File: src/core/adc_fmt_pkg.sv
// Constants, register map and type definitions for the converter output block.
// Assumes a single 20 MHz APB clock domain; shared by the top and the bench.
package adc_fmt_pkg;

   // ---------------------------------------------------------------
   // Widths and clock
   // ---------------------------------------------------------------
   localparam int DATA_W = 16;            // Converter word width
   localparam int ADDR_W = 8;             // APB address bits decoded
   localparam int CLK_PERIOD_NS = 50;     // pclk period at 20 MHz

   // ---------------------------------------------------------------
   // Register byte offsets
   // ---------------------------------------------------------------
   localparam logic [7:0] CTRL_OFF = 8'h00;      // Mode override control
   localparam logic [7:0] STATUS_OFF = 8'h04;    // Live state, read only
   localparam logic [7:0] IRQ_STAT_OFF = 8'h08;  // Sticky events, read only
   localparam logic [7:0] IRQ_EN_OFF = 8'h0c;    // Interrupt enables
   localparam logic [7:0] IRQ_CLR_OFF = 8'h10;   // Write one to clear
   localparam logic [7:0] DATA_OFF = 8'h14;      // Last output word

   // ---------------------------------------------------------------
   // Field positions and reset values
   // ---------------------------------------------------------------
   localparam int CTRL_OVR_BIT = 0;       // Software mode replaces the pin
   localparam int CTRL_MODE_LSB = 1;      // Two-bit software mode level
   localparam logic [2:0] CTRL_RESET = 3'h0;
   localparam int ST_TWOS_BIT = 0;        // Two's complement in use
   localparam int ST_STAB_BIT = 1;        // Stabilizer in use
   localparam int ST_LOCK_BIT = 2;        // Output data valid
   localparam int ST_GAIN_BIT = 3;        // Narrow range selected
   localparam int ST_OF_BIT = 4;          // Current overflow flag
   localparam int IRQ_W = 3;              // Number of event bits
   localparam int IRQ_OF_BIT = 0;         // Overflow word emitted
   localparam int IRQ_LOCK_BIT = 1;       // Stabilizer locked
   localparam int IRQ_LOST_BIT = 2;       // Input clock stopped while the stabilizer is in use
   localparam logic [2:0] IRQ_EN_RESET = 3'h0;

   // ---------------------------------------------------------------
   // Timing
   // ---------------------------------------------------------------
   localparam int LATENCY = 7;            // Samples from capture to output
   localparam int LOCK_EDGES_I = 100;     // Input clock edges to lock
   localparam logic [6:0] LOCK_EDGES = 7'(LOCK_EDGES_I);
   localparam int STOP_TIME_NS = 10000;   // Gap that counts as stopped clock
   localparam logic [7:0] STOP_CYCLES =
      8'((STOP_TIME_NS + CLK_PERIOD_NS - 1) / CLK_PERIOD_NS);

   // ---------------------------------------------------------------
   // Types
   // ---------------------------------------------------------------
   // Four-level configuration pin, quantised by the analog front end
   typedef enum logic [1:0] {
      MODE_GND = 2'b00,
      MODE_THIRD = 2'b01,
      MODE_TWO_THIRD = 2'b10,
      MODE_FULL = 2'b11
   } mode_level_t;

   // Stabilizer lock progress, Gray coded along idle, acquire, locked
   typedef enum logic [1:0] {
      LK_IDLE = 2'b00,
      LK_ACQ = 2'b01,
      LK_DONE = 2'b11
   } lock_state_t;

endpackage

File: src/core/sample_delay_line.sv
// Fixed-depth shift line that delays converter words by whole samples.
// Assumes the caller supplies a one-cycle advance pulse per sample.
`timescale 1ns/1ps
`default_nettype none
module sample_delay_line #(
   parameter int WIDTH = 17,
   parameter int DEPTH = 7
) (
   // Clock and reset
   input wire logic clk,
   input wire logic rst_n,
   // Stream
   input wire logic advance,
   input wire logic [WIDTH-1:0] din,
   output logic [WIDTH-1:0] dout
);

   // ---------------------------------------------------------------
   // Stages
   // ---------------------------------------------------------------
   logic [WIDTH-1:0] stage_q [DEPTH];  // Held words
   logic [WIDTH-1:0] stage_d [DEPTH];  // Next words

   genvar g;
   generate
      for (g = 0; g < DEPTH; g++) begin : g_stage
         // Each stage moves one step only on a sample
         always_comb begin
            if (advance) begin
               stage_d[g] = (g == 0) ? din : stage_q[(g == 0) ? 0 : g - 1];
            end else begin
               stage_d[g] = stage_q[g];
            end
         end
         // Register the stage
         always_ff @(posedge clk or negedge rst_n) begin
            if (!rst_n) begin
               stage_q[g] <= '0;
            end else begin
               stage_q[g] <= stage_d[g];
            end
         end
      end
   endgenerate

   // Oldest word leaves at the end
   assign dout = stage_q[DEPTH-1];

endmodule
`default_nettype wire

File: src/core/adc_output_format_and_clock_mode.sv
// Output formatting, clock stabilizer model and APB control for the converter.
// Assumes core codes arrive offset binary and the sample clock level is synchronous to pclk.
//
// The APB slave port and the placing of the registers were chosen for this implementation.
`timescale 1ns/1ps
`default_nettype none
module adc_output_format_and_clock_mode (
   // Clock and reset
   input wire logic pclk,
   input wire logic presetn,
   // APB slave
   input wire logic psel,
   input wire logic penable,
   input wire logic pwrite,
   input wire logic [7:0] paddr,
   input wire logic [31:0] pwdata,
   output logic [31:0] prdata,
   output logic pready,
   output logic pslverr,
   // Interrupt
   output logic irq,
   // Converter core and configuration pins
   input wire logic sample_clock,
   input wire logic [1:0] mode_level,
   input wire logic gain_range_select,
   input wire logic output_scramble_enable,
   input wire logic [15:0] core_code,
   input wire logic core_over_range,
   input wire logic core_under_range,
   // Front end control
   output logic front_end_narrow,
   // Output bus to the receiver
   output logic [15:0] data_out,
   output logic range_overflow_flag,
   output logic output_clock_true,
   output logic output_clock_inverted,
   output logic data_valid
);

   // ---------------------------------------------------------------
   // Decode helpers
   // ---------------------------------------------------------------
   // Two's complement for the two upper pin levels
   function automatic logic level_is_twos(input logic [1:0] lvl);
      level_is_twos = (lvl == adc_fmt_pkg::MODE_TWO_THIRD) ||
                      (lvl == adc_fmt_pkg::MODE_FULL);
   endfunction

   // Stabilizer only on the two middle levels
   function automatic logic level_has_stab(input logic [1:0] lvl);
      level_has_stab = (lvl == adc_fmt_pkg::MODE_THIRD) ||
                       (lvl == adc_fmt_pkg::MODE_TWO_THIRD);
   endfunction

   // Mapped register offsets
   function automatic logic addr_mapped(input logic [7:0] a);
      addr_mapped = (a == adc_fmt_pkg::CTRL_OFF) || (a == adc_fmt_pkg::STATUS_OFF) ||
                    (a == adc_fmt_pkg::IRQ_STAT_OFF) || (a == adc_fmt_pkg::IRQ_EN_OFF) ||
                    (a == adc_fmt_pkg::IRQ_CLR_OFF) || (a == adc_fmt_pkg::DATA_OFF);
   endfunction

   // ---------------------------------------------------------------
   // Declarations
   // ---------------------------------------------------------------
   logic [2:0] ctrl_q, ctrl_d;                 // Override bit and software level
   logic [2:0] irq_en_q, irq_en_d;             // Interrupt enables
   logic [2:0] irq_stat_q, irq_stat_d;         // Sticky event bits
   logic [31:0] prdata_q, prdata_d;            // Read data, loaded at setup
   logic clk_prev_q;                           // Sample clock one pclk ago
   logic stab_prev_q;                          // Stabilizer mode one pclk ago
   logic [7:0] period_q, period_d;             // Last measured sample period
   logic [7:0] since_fall_q, since_fall_d;     // pclk since last falling edge
   logic phase_q, phase_d;                     // Internal clock phase
   adc_fmt_pkg::lock_state_t lock_q, lock_d;   // Stabilizer lock state
   logic [6:0] edges_q, edges_d;               // Edges seen while acquiring
   logic [15:0] data_q, data_d;                // Output word
   logic of_q, of_d;                           // Output overflow flag
   logic gain_q, gain_d;                       // Front end range
   logic [1:0] level;                          // Effective mode level
   logic twos;                                 // Two's complement chosen
   logic stab;                                 // Stabilizer chosen
   logic sample_evt;                           // Falling edge of sample clock
   logic stopped;                              // No edge for the stop time
   logic [16:0] tap;                           // Delayed {flag, code}
   logic [15:0] coded;                         // Word after format
   logic acc;                                  // APB access phase
   logic wr;                                   // Accepted write
   logic [2:0] ev;                             // Events this cycle

   // ---------------------------------------------------------------
   // Mode selection
   // ---------------------------------------------------------------
   // Software may replace the pin level for bring-up
   always_comb begin
      if (ctrl_q[adc_fmt_pkg::CTRL_OVR_BIT]) begin
         level = ctrl_q[adc_fmt_pkg::CTRL_MODE_LSB +: 2];
      end else begin
         level = mode_level;
      end
      twos = level_is_twos(level);
      stab = level_has_stab(level);
   end

   // Sampling happens on the falling edge in both modes
   assign sample_evt = clk_prev_q & ~sample_clock;
   // Gap measured in pclk; assumes the source stays above its floor rate
   assign stopped = (since_fall_q >= adc_fmt_pkg::STOP_CYCLES);

   // ---------------------------------------------------------------
   // Pipeline latency
   // ---------------------------------------------------------------
   // Flag travels with its own word so both leave together
   sample_delay_line #(
      .WIDTH(adc_fmt_pkg::DATA_W + 1),
      .DEPTH(adc_fmt_pkg::LATENCY)
   ) u_delay (
      .clk(pclk),
      .rst_n(presetn),
      .advance(sample_evt),
      .din({core_over_range | core_under_range, core_code}),
      .dout(tap)
   );

   // ---------------------------------------------------------------
   // Output word formatting
   // ---------------------------------------------------------------
   // Format first, scramble second, so the receiver undoes in reverse
   always_comb begin
      coded = tap[15:0];
      if (twos) begin
         coded[15] = ~tap[15];
      end
      if (output_scramble_enable) begin
         coded[15:1] = coded[15:1] ^ {15{coded[0]}};
      end
      data_d = data_q;
      of_d = of_q;
      if (sample_evt) begin
         data_d = coded;
         of_d = tap[16];
      end
      gain_d = gain_range_select;
   end

   // Output registers
   always_ff @(posedge pclk or negedge presetn) begin
      if (!presetn) begin
         data_q <= '0;
         of_q <= 1'b0;
         gain_q <= 1'b0;
      end else begin
         data_q <= data_d;
         of_q <= of_d;
         gain_q <= gain_d;
      end
   end

   // ---------------------------------------------------------------
   // Clock stabilizer and output clock
   // ---------------------------------------------------------------
   // Period is measured between falls; the rising edge is placed at half of it
   always_comb begin
      period_d = period_q;
      since_fall_d = since_fall_q;
      if (sample_evt) begin
         period_d = since_fall_q + 8'h01;
         since_fall_d = 8'h00;
      end else if (since_fall_q != 8'hff) begin
         since_fall_d = since_fall_q + 8'h01;
      end
      if (sample_evt) begin
         phase_d = 1'b0;
      end else if (stab) begin
         // Input rising edge ignored; duty follows only the period
         phase_d = phase_q | (since_fall_q + 8'h01 >= {1'b0, period_q[7:1]});
      end else begin
         // Without stabilizer the source must give a clean duty
         phase_d = sample_clock;
      end
   end

   // Stabilizer registers
   always_ff @(posedge pclk or negedge presetn) begin
      if (!presetn) begin
         clk_prev_q <= 1'b0;
         stab_prev_q <= 1'b0;
         period_q <= 8'h02;
         since_fall_q <= 8'h00;
         phase_q <= 1'b0;
      end else begin
         clk_prev_q <= sample_clock;
         stab_prev_q <= stab;
         period_q <= period_d;
         since_fall_q <= since_fall_d;
         phase_q <= phase_d;
      end
   end

   // ---------------------------------------------------------------
   // Lock tracking
   // ---------------------------------------------------------------
   // Data are flagged invalid until the loop has seen enough edges
   always_comb begin
      lock_d = lock_q;
      edges_d = edges_q;
      case (lock_q)
         adc_fmt_pkg::LK_IDLE: begin
            if (!stab) begin
               lock_d = adc_fmt_pkg::LK_DONE;
            end else if (sample_evt) begin
               lock_d = adc_fmt_pkg::LK_ACQ;
               edges_d = 7'h01;
            end
         end
         adc_fmt_pkg::LK_ACQ: begin
            if (!stab) begin
               lock_d = adc_fmt_pkg::LK_DONE;
            end else if (stopped) begin
               lock_d = adc_fmt_pkg::LK_IDLE;
            end else if (sample_evt) begin
               edges_d = edges_q + 7'h01;
               if (edges_q + 7'h01 >= adc_fmt_pkg::LOCK_EDGES) begin
                  lock_d = adc_fmt_pkg::LK_DONE;
               end
            end
         end
         adc_fmt_pkg::LK_DONE: begin
            if (stab && !stab_prev_q) begin
               // Stabilizer just switched on: acquire from scratch
               lock_d = adc_fmt_pkg::LK_ACQ;
               edges_d = 7'h00;
            end else if (stab && stopped) begin
               lock_d = adc_fmt_pkg::LK_IDLE;
            end
         end
         default: begin
            lock_d = adc_fmt_pkg::LK_IDLE;
         end
      endcase
   end

   // Lock registers
   always_ff @(posedge pclk or negedge presetn) begin
      if (!presetn) begin
         lock_q <= adc_fmt_pkg::LK_IDLE;
         edges_q <= 7'h00;
      end else begin
         lock_q <= lock_d;
         edges_q <= edges_d;
      end
   end

   // ---------------------------------------------------------------
   // APB registers and interrupts
   // ---------------------------------------------------------------
   assign acc = psel & penable;
   assign wr = acc & pwrite;

   // Events from the block's own logic
   always_comb begin
      ev = '0;
      ev[adc_fmt_pkg::IRQ_OF_BIT] = sample_evt & tap[16];
      ev[adc_fmt_pkg::IRQ_LOCK_BIT] = (lock_q == adc_fmt_pkg::LK_ACQ) &&
                                      (lock_d == adc_fmt_pkg::LK_DONE);
      ev[adc_fmt_pkg::IRQ_LOST_BIT] = (lock_q != adc_fmt_pkg::LK_IDLE) &&
                                      (lock_d == adc_fmt_pkg::LK_IDLE);
   end

   // Next register values; a set in the clear cycle survives
   always_comb begin
      ctrl_d = ctrl_q;
      irq_en_d = irq_en_q;
      irq_stat_d = irq_stat_q;
      if (wr && paddr == adc_fmt_pkg::CTRL_OFF) begin
         ctrl_d = pwdata[2:0];
      end
      if (wr && paddr == adc_fmt_pkg::IRQ_EN_OFF) begin
         irq_en_d = pwdata[2:0];
      end
      if (wr && paddr == adc_fmt_pkg::IRQ_CLR_OFF) begin
         irq_stat_d = irq_stat_q & ~pwdata[2:0];
      end
      irq_stat_d = irq_stat_d | ev;
      // Read data captured in setup so it is a flop at access
      prdata_d = prdata_q;
      if (psel && !penable) begin
         prdata_d = '0;
         case (paddr)
            adc_fmt_pkg::CTRL_OFF: prdata_d[2:0] = ctrl_q;
            adc_fmt_pkg::STATUS_OFF: begin
               prdata_d[adc_fmt_pkg::ST_TWOS_BIT] = twos;
               prdata_d[adc_fmt_pkg::ST_STAB_BIT] = stab;
               prdata_d[adc_fmt_pkg::ST_LOCK_BIT] = (lock_q == adc_fmt_pkg::LK_DONE);
               prdata_d[adc_fmt_pkg::ST_GAIN_BIT] = gain_q;
               prdata_d[adc_fmt_pkg::ST_OF_BIT] = of_q;
            end
            adc_fmt_pkg::IRQ_STAT_OFF: prdata_d[2:0] = irq_stat_q;
            adc_fmt_pkg::IRQ_EN_OFF: prdata_d[2:0] = irq_en_q;
            adc_fmt_pkg::DATA_OFF: prdata_d[15:0] = data_q;
            default: prdata_d = '0;
         endcase
      end
   end

   // Register bank
   always_ff @(posedge pclk or negedge presetn) begin
      if (!presetn) begin
         ctrl_q <= adc_fmt_pkg::CTRL_RESET;
         irq_en_q <= adc_fmt_pkg::IRQ_EN_RESET;
         irq_stat_q <= '0;
         prdata_q <= '0;
      end else begin
         ctrl_q <= ctrl_d;
         irq_en_q <= irq_en_d;
         irq_stat_q <= irq_stat_d;
         prdata_q <= prdata_d;
      end
   end

   // ---------------------------------------------------------------
   // Outputs
   // ---------------------------------------------------------------
   assign pready = 1'b1;
   assign pslverr = acc & ~addr_mapped(paddr);
   assign prdata = prdata_q;
   assign irq = |(irq_stat_q & irq_en_q);
   assign front_end_narrow = gain_q;
   assign data_out = data_q;
   assign range_overflow_flag = of_q;
   assign output_clock_true = phase_q;
   assign output_clock_inverted = ~phase_q;
   assign data_valid = (lock_q == adc_fmt_pkg::LK_DONE);

endmodule
`default_nettype wire

File: config.mk
export PLATFORM = sky130hd
export DESIGN_NAME = adc_output_format_and_clock_mode
export DESIGN_NICKNAME = d
export VERILOG_FILES = /design/src/core/adc_fmt_pkg.sv /design/src/core/sample_delay_line.sv /design/src/core/adc_output_format_and_clock_mode.sv
export SDC_FILE = /design/constraint.sdc
export NUM_CORES = 1
export LEC_CHECK = 0
export ABC_CLOCK_PERIOD_IN_PS = 2500
export BUFFER_PORTS_ARGS = -buffer_cell sky130_fd_sc_hd__buf_2
export CELL_PAD_IN_SITES_DETAIL_PLACEMENT = 2
export CELL_PAD_IN_SITES_GLOBAL_PLACEMENT = 2
export CORE_ASPECT_RATIO = 1.5
export CORE_UTILIZATION = 25
export DETAILED_ROUTE_END_ITERATION = 12
export HOLD_SLACK_MARGIN = 0.08
export PLACE_DENSITY_LB_ADDON = 0.1
export SLEW_MARGIN = 25
export SYNTH_ARGS = -nofsm -noshare
export SYNTH_HDL_FRONTEND = slang
export SYNTH_SLANG_ARGS = --single-unit
File: constraint.sdc
create_clock -name pclk -period 2.5 [get_ports pclk]
set_clock_uncertainty 0.15 [all_clocks]
set_input_delay 0.625 -clock pclk [delete_from_list [all_inputs] [get_ports pclk]]
set_output_delay 0.625 -clock pclk [all_outputs]
set_load 0.03 [all_outputs]
==> load_flow_metrics.sql, run 1 <==
INSERT INTO impl_metrics (metric_group, metric, value, unit) VALUES
('run_status', 'result_of_the_run', 'complete, no violations', ''),
('floorplanning', 'start_util', '25.4', '%'),
('worst_setup_path', 'critPathMaxFanout', '5', ''),
('route', 'dr.pass1.iters', '4', ''),
('power', 'pwr_density_cell', '865', 'nW/um^2'),
('worst_setup_path', 'setup.worst_path.start_class', 'input pin', ''),
('power', 'vdd_ir_drop_max', '0.000369', 'V'),
('hold_path', 'min_path_type', 'in -> reg', ''),
('worst_setup_path', 'critical_path.endpoint_type', 'output port', ''),
('worst_setup_path', 'ff2ff_path_depth', '7', ''),
('cells_and_area', 'final_nets', '1026', ''),
('synth', 'synth_area_per_cell', '9.20', 'um^2'),
('clock_tree', 'cts_inserted_buffers', '17', ''),
('cells_and_area', 'number_of_antenna_repair_diodes', '0', ''),
('route', 'via_per_inst', '4.33', ''),
('job', 'max_cap_viols', '0', ''),
('synth', 'netlist.top_cell.by_area', 'dfrtp_1', ''),
('clock_tree', 'cts_max_path_buffers', '2', ''),
('sta', 'fin_tns_setup', '0', 'ps'),
('route', 'drt_drc', '0', ''),
('sta', 'slew_viol_final', '0', ''),
('sta', 'maximum_clock_frequency', '409', 'MHz'),
('clock_tree', 'htree_num_levels', '4', ''),
('synth', 'synth.ff_latch_count', '189', ''),
('sta', 'final-setup-viol-count', '0', ''),
('clock_tree', 'cts_post_setup_buffers_inserted', '0', ''),
('synth', 'ys_warn_count', '0', ''),
('floorplanning', 'dieWidth', '149', 'um'),
('synth', 'ys_async_sr_fraction', '100', '%'),
('synth', 'synthesis.area', '8070', 'um^2'),
('floorplanning', 'design.portCount', '124', ''),
('clock_tree', 'worstSkewPairLatency', '450', 'ps'),
('clock_tree', 'clock-root-buffer', 'clkbuf_16', ''),
('worst_setup_path', 'worst-endpoint-arrival', '1670', 'ps'),
('route', 'wire_length_per_cell', '14.5', 'um'),
('clock_tree', 'tritoncts', 'yes', ''),
('synth', 'synth_cell_types', '55', ''),
('cells_and_area', 'final_core_util', '30.0', '%'),
('cells_and_area', 'area_growth_syn_to_layout', '18.4', '%'),
('placement', 'dp.final_hpwl', '13200', 'um'),
('route', 'initialDrtViolationCount', '210', ''),
('synth', 'synth-seq-area-share', '58.6', '%'),
('sta', 'slew_headroom', '63.8', '%'),
('route', 'wl', '19900', 'um'),
('synth', 'postSynth.topFlopCell', 'dfrtp_1', ''),
('clock_tree', 'clock_net_sink_count', '189', ''),
('synth', 'syn_inst', '877', ''),
('placement', 'finalWeightedCongestion', '0.730', ''),
('clock_tree', 'path_clk_slew', '70', 'ps'),
('synth', 'synth_edf_count', '0', ''),
('synth', 'fraction_of_synthesized_cell_area_taken_by_the_top_area_cell_type', '58.3', '%'),
('worst_setup_path', 'setup.worst_path.class', 'in -> out', ''),
('sta', 'worst_pin_slew', '543', 'ps'),
('route', 'drtAntennaViolNets', '0', ''),
('placement', 'port_buffers', '77', ''),
('floorplanning', 'core.rowCount', '80', ''),
('power', 'p_leak', '5.05', 'nW'),
('sta', 'post-route-period-util', '97.8', '%'),
('global_routing', 'grt_pass1_wl', '33900', 'um'),
('global_routing', 'grt_antenna_before_repair', '0', ''),
('floorplanning', 'core_area', '31800', 'um^2'),
('sta', 'timing.final.hold_violations', '0', ''),
('worst_setup_path', 'timing.critical_path.required', '1730', 'ps'),
('sta', 'fin_hold_ws', '140', 'ps'),
('global_routing', 'grt_max_degree', '113', ''),
('sta', 'rsz_0062_raised_after_global_routing', 'false', ''),
('sta', 'layout_min_cycle_time', '2440', 'ps'),
('route', 'num_vias', '5933', ''),
('global_routing', 'vias_in_the_first_global_route', '6555', ''),
('cells_and_area', 'drive_gt1_share', '15.4', '%'),
('global_routing', 'grt_util_all_layers', '13.1', '%'),
('floorplanning', 'fp.dieArea', '33000', 'um^2'),
('global_routing', 'globalRouteOverflowTotal', '0', ''),
('synth', 'netlist_top_cells_area', 'dfrtp_1 (58%), nand2_1 (19%), o21ai_0 (2.3%)', ''),
('floorplanning', 'dieHeight', '222', 'um'),
('hold_path', 'min_delay_path_depth', '1', '');
worst max-delay path, cell delays in order:
cell and delay [ps]:
buf_2 100, or4_4 560, nor2_8 140, a21oi_1 70, buf_2 170
metal layers:
metal / GRT usage [%] / routed length, um / vias up
met5: 0 / 0 / -
met3: 2.84 / 566 / 16
met4: 4.59 / 293 / 0
li1: - / - / 2896
met1: 15.2 / 8910 / 2936
met2: 23.3 / 10100 / 85
layout by cell type (no fill, tap or decap), types with 4 or more instances in the layout:
cell / synthesis / layout
xnor2_1: 6 / 6
buf_12: 0 / 5
conb_1: 2 / 17
a21oi_1: 10 / 10
inv_1: 18 / 18
mux2i_1: 7 / 7
nand2_1: 409 / 409
buf_2: 5 / 76
a22o_1: 12 / 12
ha_1: 10 / 10
dfrtp_1: 188 / 188
inv_6: 0 / 4
a21o_1: 4 / 4
nor2_1: 21 / 20
clkbuf_16: 0 / 17
buf_4: 18 / 15
xor2_1: 20 / 20
nand3_1: 12 / 12
mux2_2: 6 / 6
o21ai_0: 37 / 37
final timing paths:
check,from,endpoint,slack [ps]
max reg2reg,since_fall_q[1],output_clock_true,170
min in group asynchronous,presetn,edges_q[1],530
max in group asynchronous,presetn,prdata[2],1040
max,paddr[0],pslverr,60
min,gain_range_select,front_end_narrow,140
min reg2reg,period_q[1],period_q[1],320
synthesized netlist by cell type, types with 3 or more instances:
| library cell | n |
|---|---|
| a21oi_1 | 10 |
| nor4_1 | 3 |
| mux2i_1 | 7 |
| buf_4 | 18 |
| nand2_1 | 409 |
| nand2b_1 | 3 |
| o31ai_1 | 3 |
| mux2_1 | 3 |
| a21o_1 | 4 |
| a22o_1 | 12 |
| inv_1 | 18 |
| mux2_2 | 6 |
| nor2b_1 | 3 |
| nand3_1 | 12 |
| xor2_1 | 20 |
| clkbuf_1 | 36 |
| and3_1 | 3 |
| dfrtp_1 | 188 |
| nor2_1 | 21 |
| ha_1 | 10 |
| o21ai_0 | 37 |
| buf_2 | 5 |
| xnor2_1 | 6 |
cell type report:
type / instances / area [um^2]
Fill cell: 3654 / 22300
Sequential cell: 189 / 4730
Multi-Input combinational cell: 623 / 3040
Timing Repair Buffer: 98 / 617
Tap cell: 410 / 513
Clock buffer: 19 / 453
Clock inverter: 13 / 130
Inverter: 19 / 71.3
flip-flops by register name, summed over array words and instances (netlist names):
signal / flops
clk_prev_q: 1
ctrl_q: 3
data_out: 16
edges_q: 7
front_end_narrow: 1
irq_en_q: 3
irq_stat_q: 3
lock_q: 2
output_clock_true: 1
period_q: 7
prdata: 16
range_overflow_flag: 1
since_fall_q: 8
stab_prev_q: 1
u_delay.dout: 17
u_delay.stage_q: 102
timing repair:
action | CTS | global route
resized for setup | 0 | 1
hold endpoints to repair | 34 | 0
hold buffers | 1 | 0
setup endpoints to repair | 0 | 1
cell families (layout without fill, tap and decap cells):
family | after synthesis | in the layout | share of synthesized area (%)
xor+xnor | 26 | 26 | 2.82
simple gates | 469 | 469 | 23.3
buf+inv | 80 | 149 | 4.63
flops | 189 | 189 | 58.6
fa+ha+maj | 10 | 10 | 1.55
compound gates | 85 | 85 | 6.87
mux | 16 | 16 | 2.12
other cells | 2 | 17 | 0.0930
through the flow:
step / worst slack (ps) / instances / total power [mW] / area (um^2)
detailed placement: 45.1 / 1338 / 5.66 / 8960
CTS: 42.3 / 1371 / 8.47 / 9550
global placement: 41.8 / 1338 / 5.60 / 8960
global route: 13.1 / 1371 / 8.81 / 9560
floorplan: 195 / 892 / 5.04 / 8130
finish: 55.0 / 1371 / 8.27 / 9560
power breakdown:
group / internal [mW] / leakage (nW) / switching [mW] / total, mW
Combinational: 0.561 / 2.30 / 0.975 / 1.54
Clock: 1.45 / 0.279 / 1.29 / 2.73
Sequential: 3.59 / 2.48 / 0.404 / 4.00
Note: power is estimated with default switching activity, not from simulation.
==> run 2: changes to the inputs <==
--- a/config.mk
+++ b/config.mk
@@ -10,6 +10,7 @@
 export CELL_PAD_IN_SITES_DETAIL_PLACEMENT = 2
 export CELL_PAD_IN_SITES_GLOBAL_PLACEMENT = 2
 export CORE_ASPECT_RATIO = 1.5
+export CORE_MARGIN = 4
 export CORE_UTILIZATION = 25
 export DETAILED_ROUTE_END_ITERATION = 12
 export HOLD_SLACK_MARGIN = 0.08
==> run 2 against run 1 <==
Effect of this change: clock-buffer cell count shrank 1; largest power group unchanged; register-to-register slack improved by 50 ps; via count increased by 1.2%; final area increased by 1.2%; critical path depth did not move; total power up 1.8%; combinational power hardly changed; core utilization up 0.37 points; fmax decreased by 0.13%.
==> load_flow_metrics.sql, run 2 (same netlist as run 1, synthesis figures left out) <==
INSERT INTO impl_metrics (metric_group, metric, value, unit) VALUES
('run_status', 'result_of_the_run', 'complete, no violations', ''),
('floorplanning', 'core_area', '31800', 'um^2'),
('sta', 'post-route-period-util', '97.9', '%'),
('global_routing', 'globalRouteOverflowTotal', '0', ''),
('cells_and_area', 'max_ffs_per_register', '102', ''),
('cells_and_area', 'mostFrequentLayoutCells', 'nand2_1 (409), dfrtp_1 (188), buf_2 (76)', ''),
('worst_setup_path', 'critical_path.endpoint_type', 'output port', ''),
('cells_and_area', 'drive_gt1_share', '16.1', '%'),
('global_routing', 'grt_pass1_wl', '34800', 'um'),
('clock_tree', 'cts_inserted_buffers', '17', ''),
('hold_path', 'min_delay_path_depth', '1', ''),
('worst_setup_path', 'timing.critical_path.cells', 'buf_2 > or4_4 > nor2_8 > a21oi_1 > buf_2', ''),
('global_routing', 'grt_util_all_layers', '12.2', '%'),
('clock_tree', 'cts_max_path_buffers', '2', ''),
('clock_tree', 'worstSkewPairLatency', '440', 'ps'),
('hold_path', 'min-delay-start', 'gain_range_select', ''),
('floorplanning', 'start_util', '25.4', '%'),
('route', 'wl', '20400', 'um'),
('floorplanning', 'dieHeight', '228', 'um'),
('sta', 'timing.final.hold_violations', '0', ''),
('worst_setup_path', 'critical_path_buf_inv_count', '2', ''),
('placement', 'port_buffers', '77', ''),
('route', 'drtAntennaViolNets', '0', ''),
('power', 'vdd_ir_drop_max', '0.000377', 'V'),
('global_routing', 'grt_max_degree', '74', ''),
('route', 'via_per_inst', '4.36', ''),
('cells_and_area', 'area_growth_syn_to_layout', '19.8', '%'),
('placement', 'finalWeightedCongestion', '0.725', ''),
('worst_setup_path', 'crit_path_top_delay_cell', 'or4_4', ''),
('floorplanning', 'fp.dieArea', '35300', 'um^2'),
('hold_path', 'min_path_type', 'in -> reg', ''),
('power', 'pwr_density_cell', '870', 'nW/um^2'),
('worst_setup_path', 'ff2ff_path_depth', '8', ''),
('sta', 'slew_viol_final', '0', ''),
('placement', 'dp.final_hpwl', '14100', 'um'),
('cells_and_area', 'final_nets', '1032', ''),
('cells_and_area', 'final_core_util', '30.4', '%'),
('worst_setup_path', 'r2r_path_start', 'since_fall_q[1]', ''),
('power', 'p_leak', '5.09', 'nW'),
('job', 'max_cap_viols', '0', ''),
('placement', 'dp_cells', '1343', ''),
('floorplanning', 'core.rowCount', '80', ''),
('clock_tree', 'tritoncts', 'yes', ''),
('sta', 'layout_min_cycle_time', '2450', 'ps'),
('worst_setup_path', 'critical-path-top-delay-family', 'simple AND/OR/NAND/NOR gates', ''),
('global_routing', 'vias_in_the_first_global_route', '6543', ''),
('route', 'drt_drc', '0', ''),
('cells_and_area', 'top_register', 'u_delay.stage_q', ''),
('worst_setup_path', 'critPathMostFrequentCell', 'buf_2', ''),
('cells_and_area', 'instances_no_fill', '1376', ''),
('worst_setup_path', 'register_to_register_setup_slack', '220', 'ps'),
('route', 'dr.pass1.iters', '4', ''),
('floorplanning', 'design.portCount', '124', ''),
('clock_tree', 'htree_num_levels', '4', ''),
('cells_and_area', 'layout.cells.most_common', 'nand2_1', ''),
('sta', 'final-setup-viol-count', '0', ''),
('route', 'initialDrtViolationCount', '161', ''),
('worst_setup_path', 'setup.worst_path.start_class', 'input pin', ''),
('worst_setup_path', 'worst-endpoint-arrival', '1670', 'ps'),
('hold_path', 'worstHoldEndpoint', 'front_end_narrow', ''),
('clock_tree', 'clock_net_sink_count', '189', ''),
('sta', 'rsz_0062_raised_after_global_routing', 'false', ''),
('floorplanning', 'dieWidth', '155', 'um'),
('sta', 'fin_tns_setup', '0', 'ps'),
('clock_tree', 'path_clk_slew', '70', 'ps'),
('worst_setup_path', 'max_stage_delay', '560', 'ps'),
('worst_setup_path', 'setup.worst_path.class', 'in -> out', ''),
('sta', 'maximum_clock_frequency', '408', 'MHz'),
('clock_tree', 'clock-root-buffer', 'clkbuf_16', ''),
('cells_and_area', 'number_of_antenna_repair_diodes', '0', ''),
('worst_setup_path', 'worstReg2RegEnd', 'output_clock_true', ''),
('worst_setup_path', 'timing.critical_path.required', '1730', 'ps'),
('global_routing', 'grt_antenna_before_repair', '0', ''),
('worst_setup_path', 'critPathMaxFanout', '5', ''),
('route', 'num_vias', '6005', ''),
('route', 'wire_length_per_cell', '14.8', 'um');
-- run 2: cell types whose count changed in the layout (fill, tap and decap cells not counted), sizes merged --
cell      delta
buf          +6
bufinv       +2
inv          -2
clkbuf       -1
clkinv       -1
clkinvlp     +1
-- run 2: repair_timing --
| action | CTS | global route |
|---|---|---|
| setup buffers | 0 | 1 |
| endpoints found under the setup margin | 0 | 1 |
| hold buffers | 1 | 0 |
| gates resized for setup | 0 | 6 |
| endpoints found under the hold margin | 48 | 0 |
-- run 2: worst reg2reg max path, stage by stage (launching register included) --
cell and delay (ps):
dfrtp_1 410, ha_1 240, nand3_2 160, xor2_2 250, inv_1 70, ha_1 170
a21o_1 180, a2111oi_1 390, a31oi_1 130
-- run 2: how the worst max path moves through the flow --
stage | from | cells past startpoint | slack (ps) | to
after floorplan | paddr[0] | 3 | 190 | pslverr
after global placement | paddr[0] | 5 | 40 | pslverr
after detailed placement | paddr[0] | 5 | 40 | pslverr
after CTS | paddr[0] | 5 | 40 | pslverr
after global routing | paddr[0] | 5 | 20 | pslverr
final | paddr[0] | 5 | 50 | pslverr
-- run 2: area by class of cell --
| class | instances | area, um^2 |
|---|---|---|
| fill | 3633 | 22200 |
| multi-input combinational | 623 | 3070 |
| sequential | 189 | 4730 |
| tap | 410 | 513 |
| clock inverter | 13 | 165 |
| clock buffer | 18 | 439 |
| timing repair buffer | 104 | 687 |
| inverter | 19 | 71.3 |
-- run 2: layer usage --
layer  GRT usage (%)  wire (um)  share of wire [%]  vias to the layer above
met3            2.60        670                3.3                       16
li1                -          -                  -                     2913
met5               0          0                  0                        -
met1            14.8       8760                 43                     2995
met4            3.98        309                1.5                        0
met2            21.3      10600                 52                       81
-- run 2: power breakdown --
part	total, mW	internal (mW)	switching [mW]
Combinational	1.57	0.581	0.986
Clock	2.84	1.60	1.24
Sequential	4.01	3.59	0.414
Total	8.41	5.78	2.64
-- run 2: per-stage QoR --
stage               power [mW]  instance area, um^2  setup slack [ps]  hold WS [ps]
floorplan                 5.04                 8130               195           179
global placement          5.63                 9020              43.8           299
detailed placement        5.70                 9020              44.1           307
CTS                       8.63                 9640              42.7           103
global route              9.02                 9670              16.7           108
finish                    8.41                 9670              51.8           138
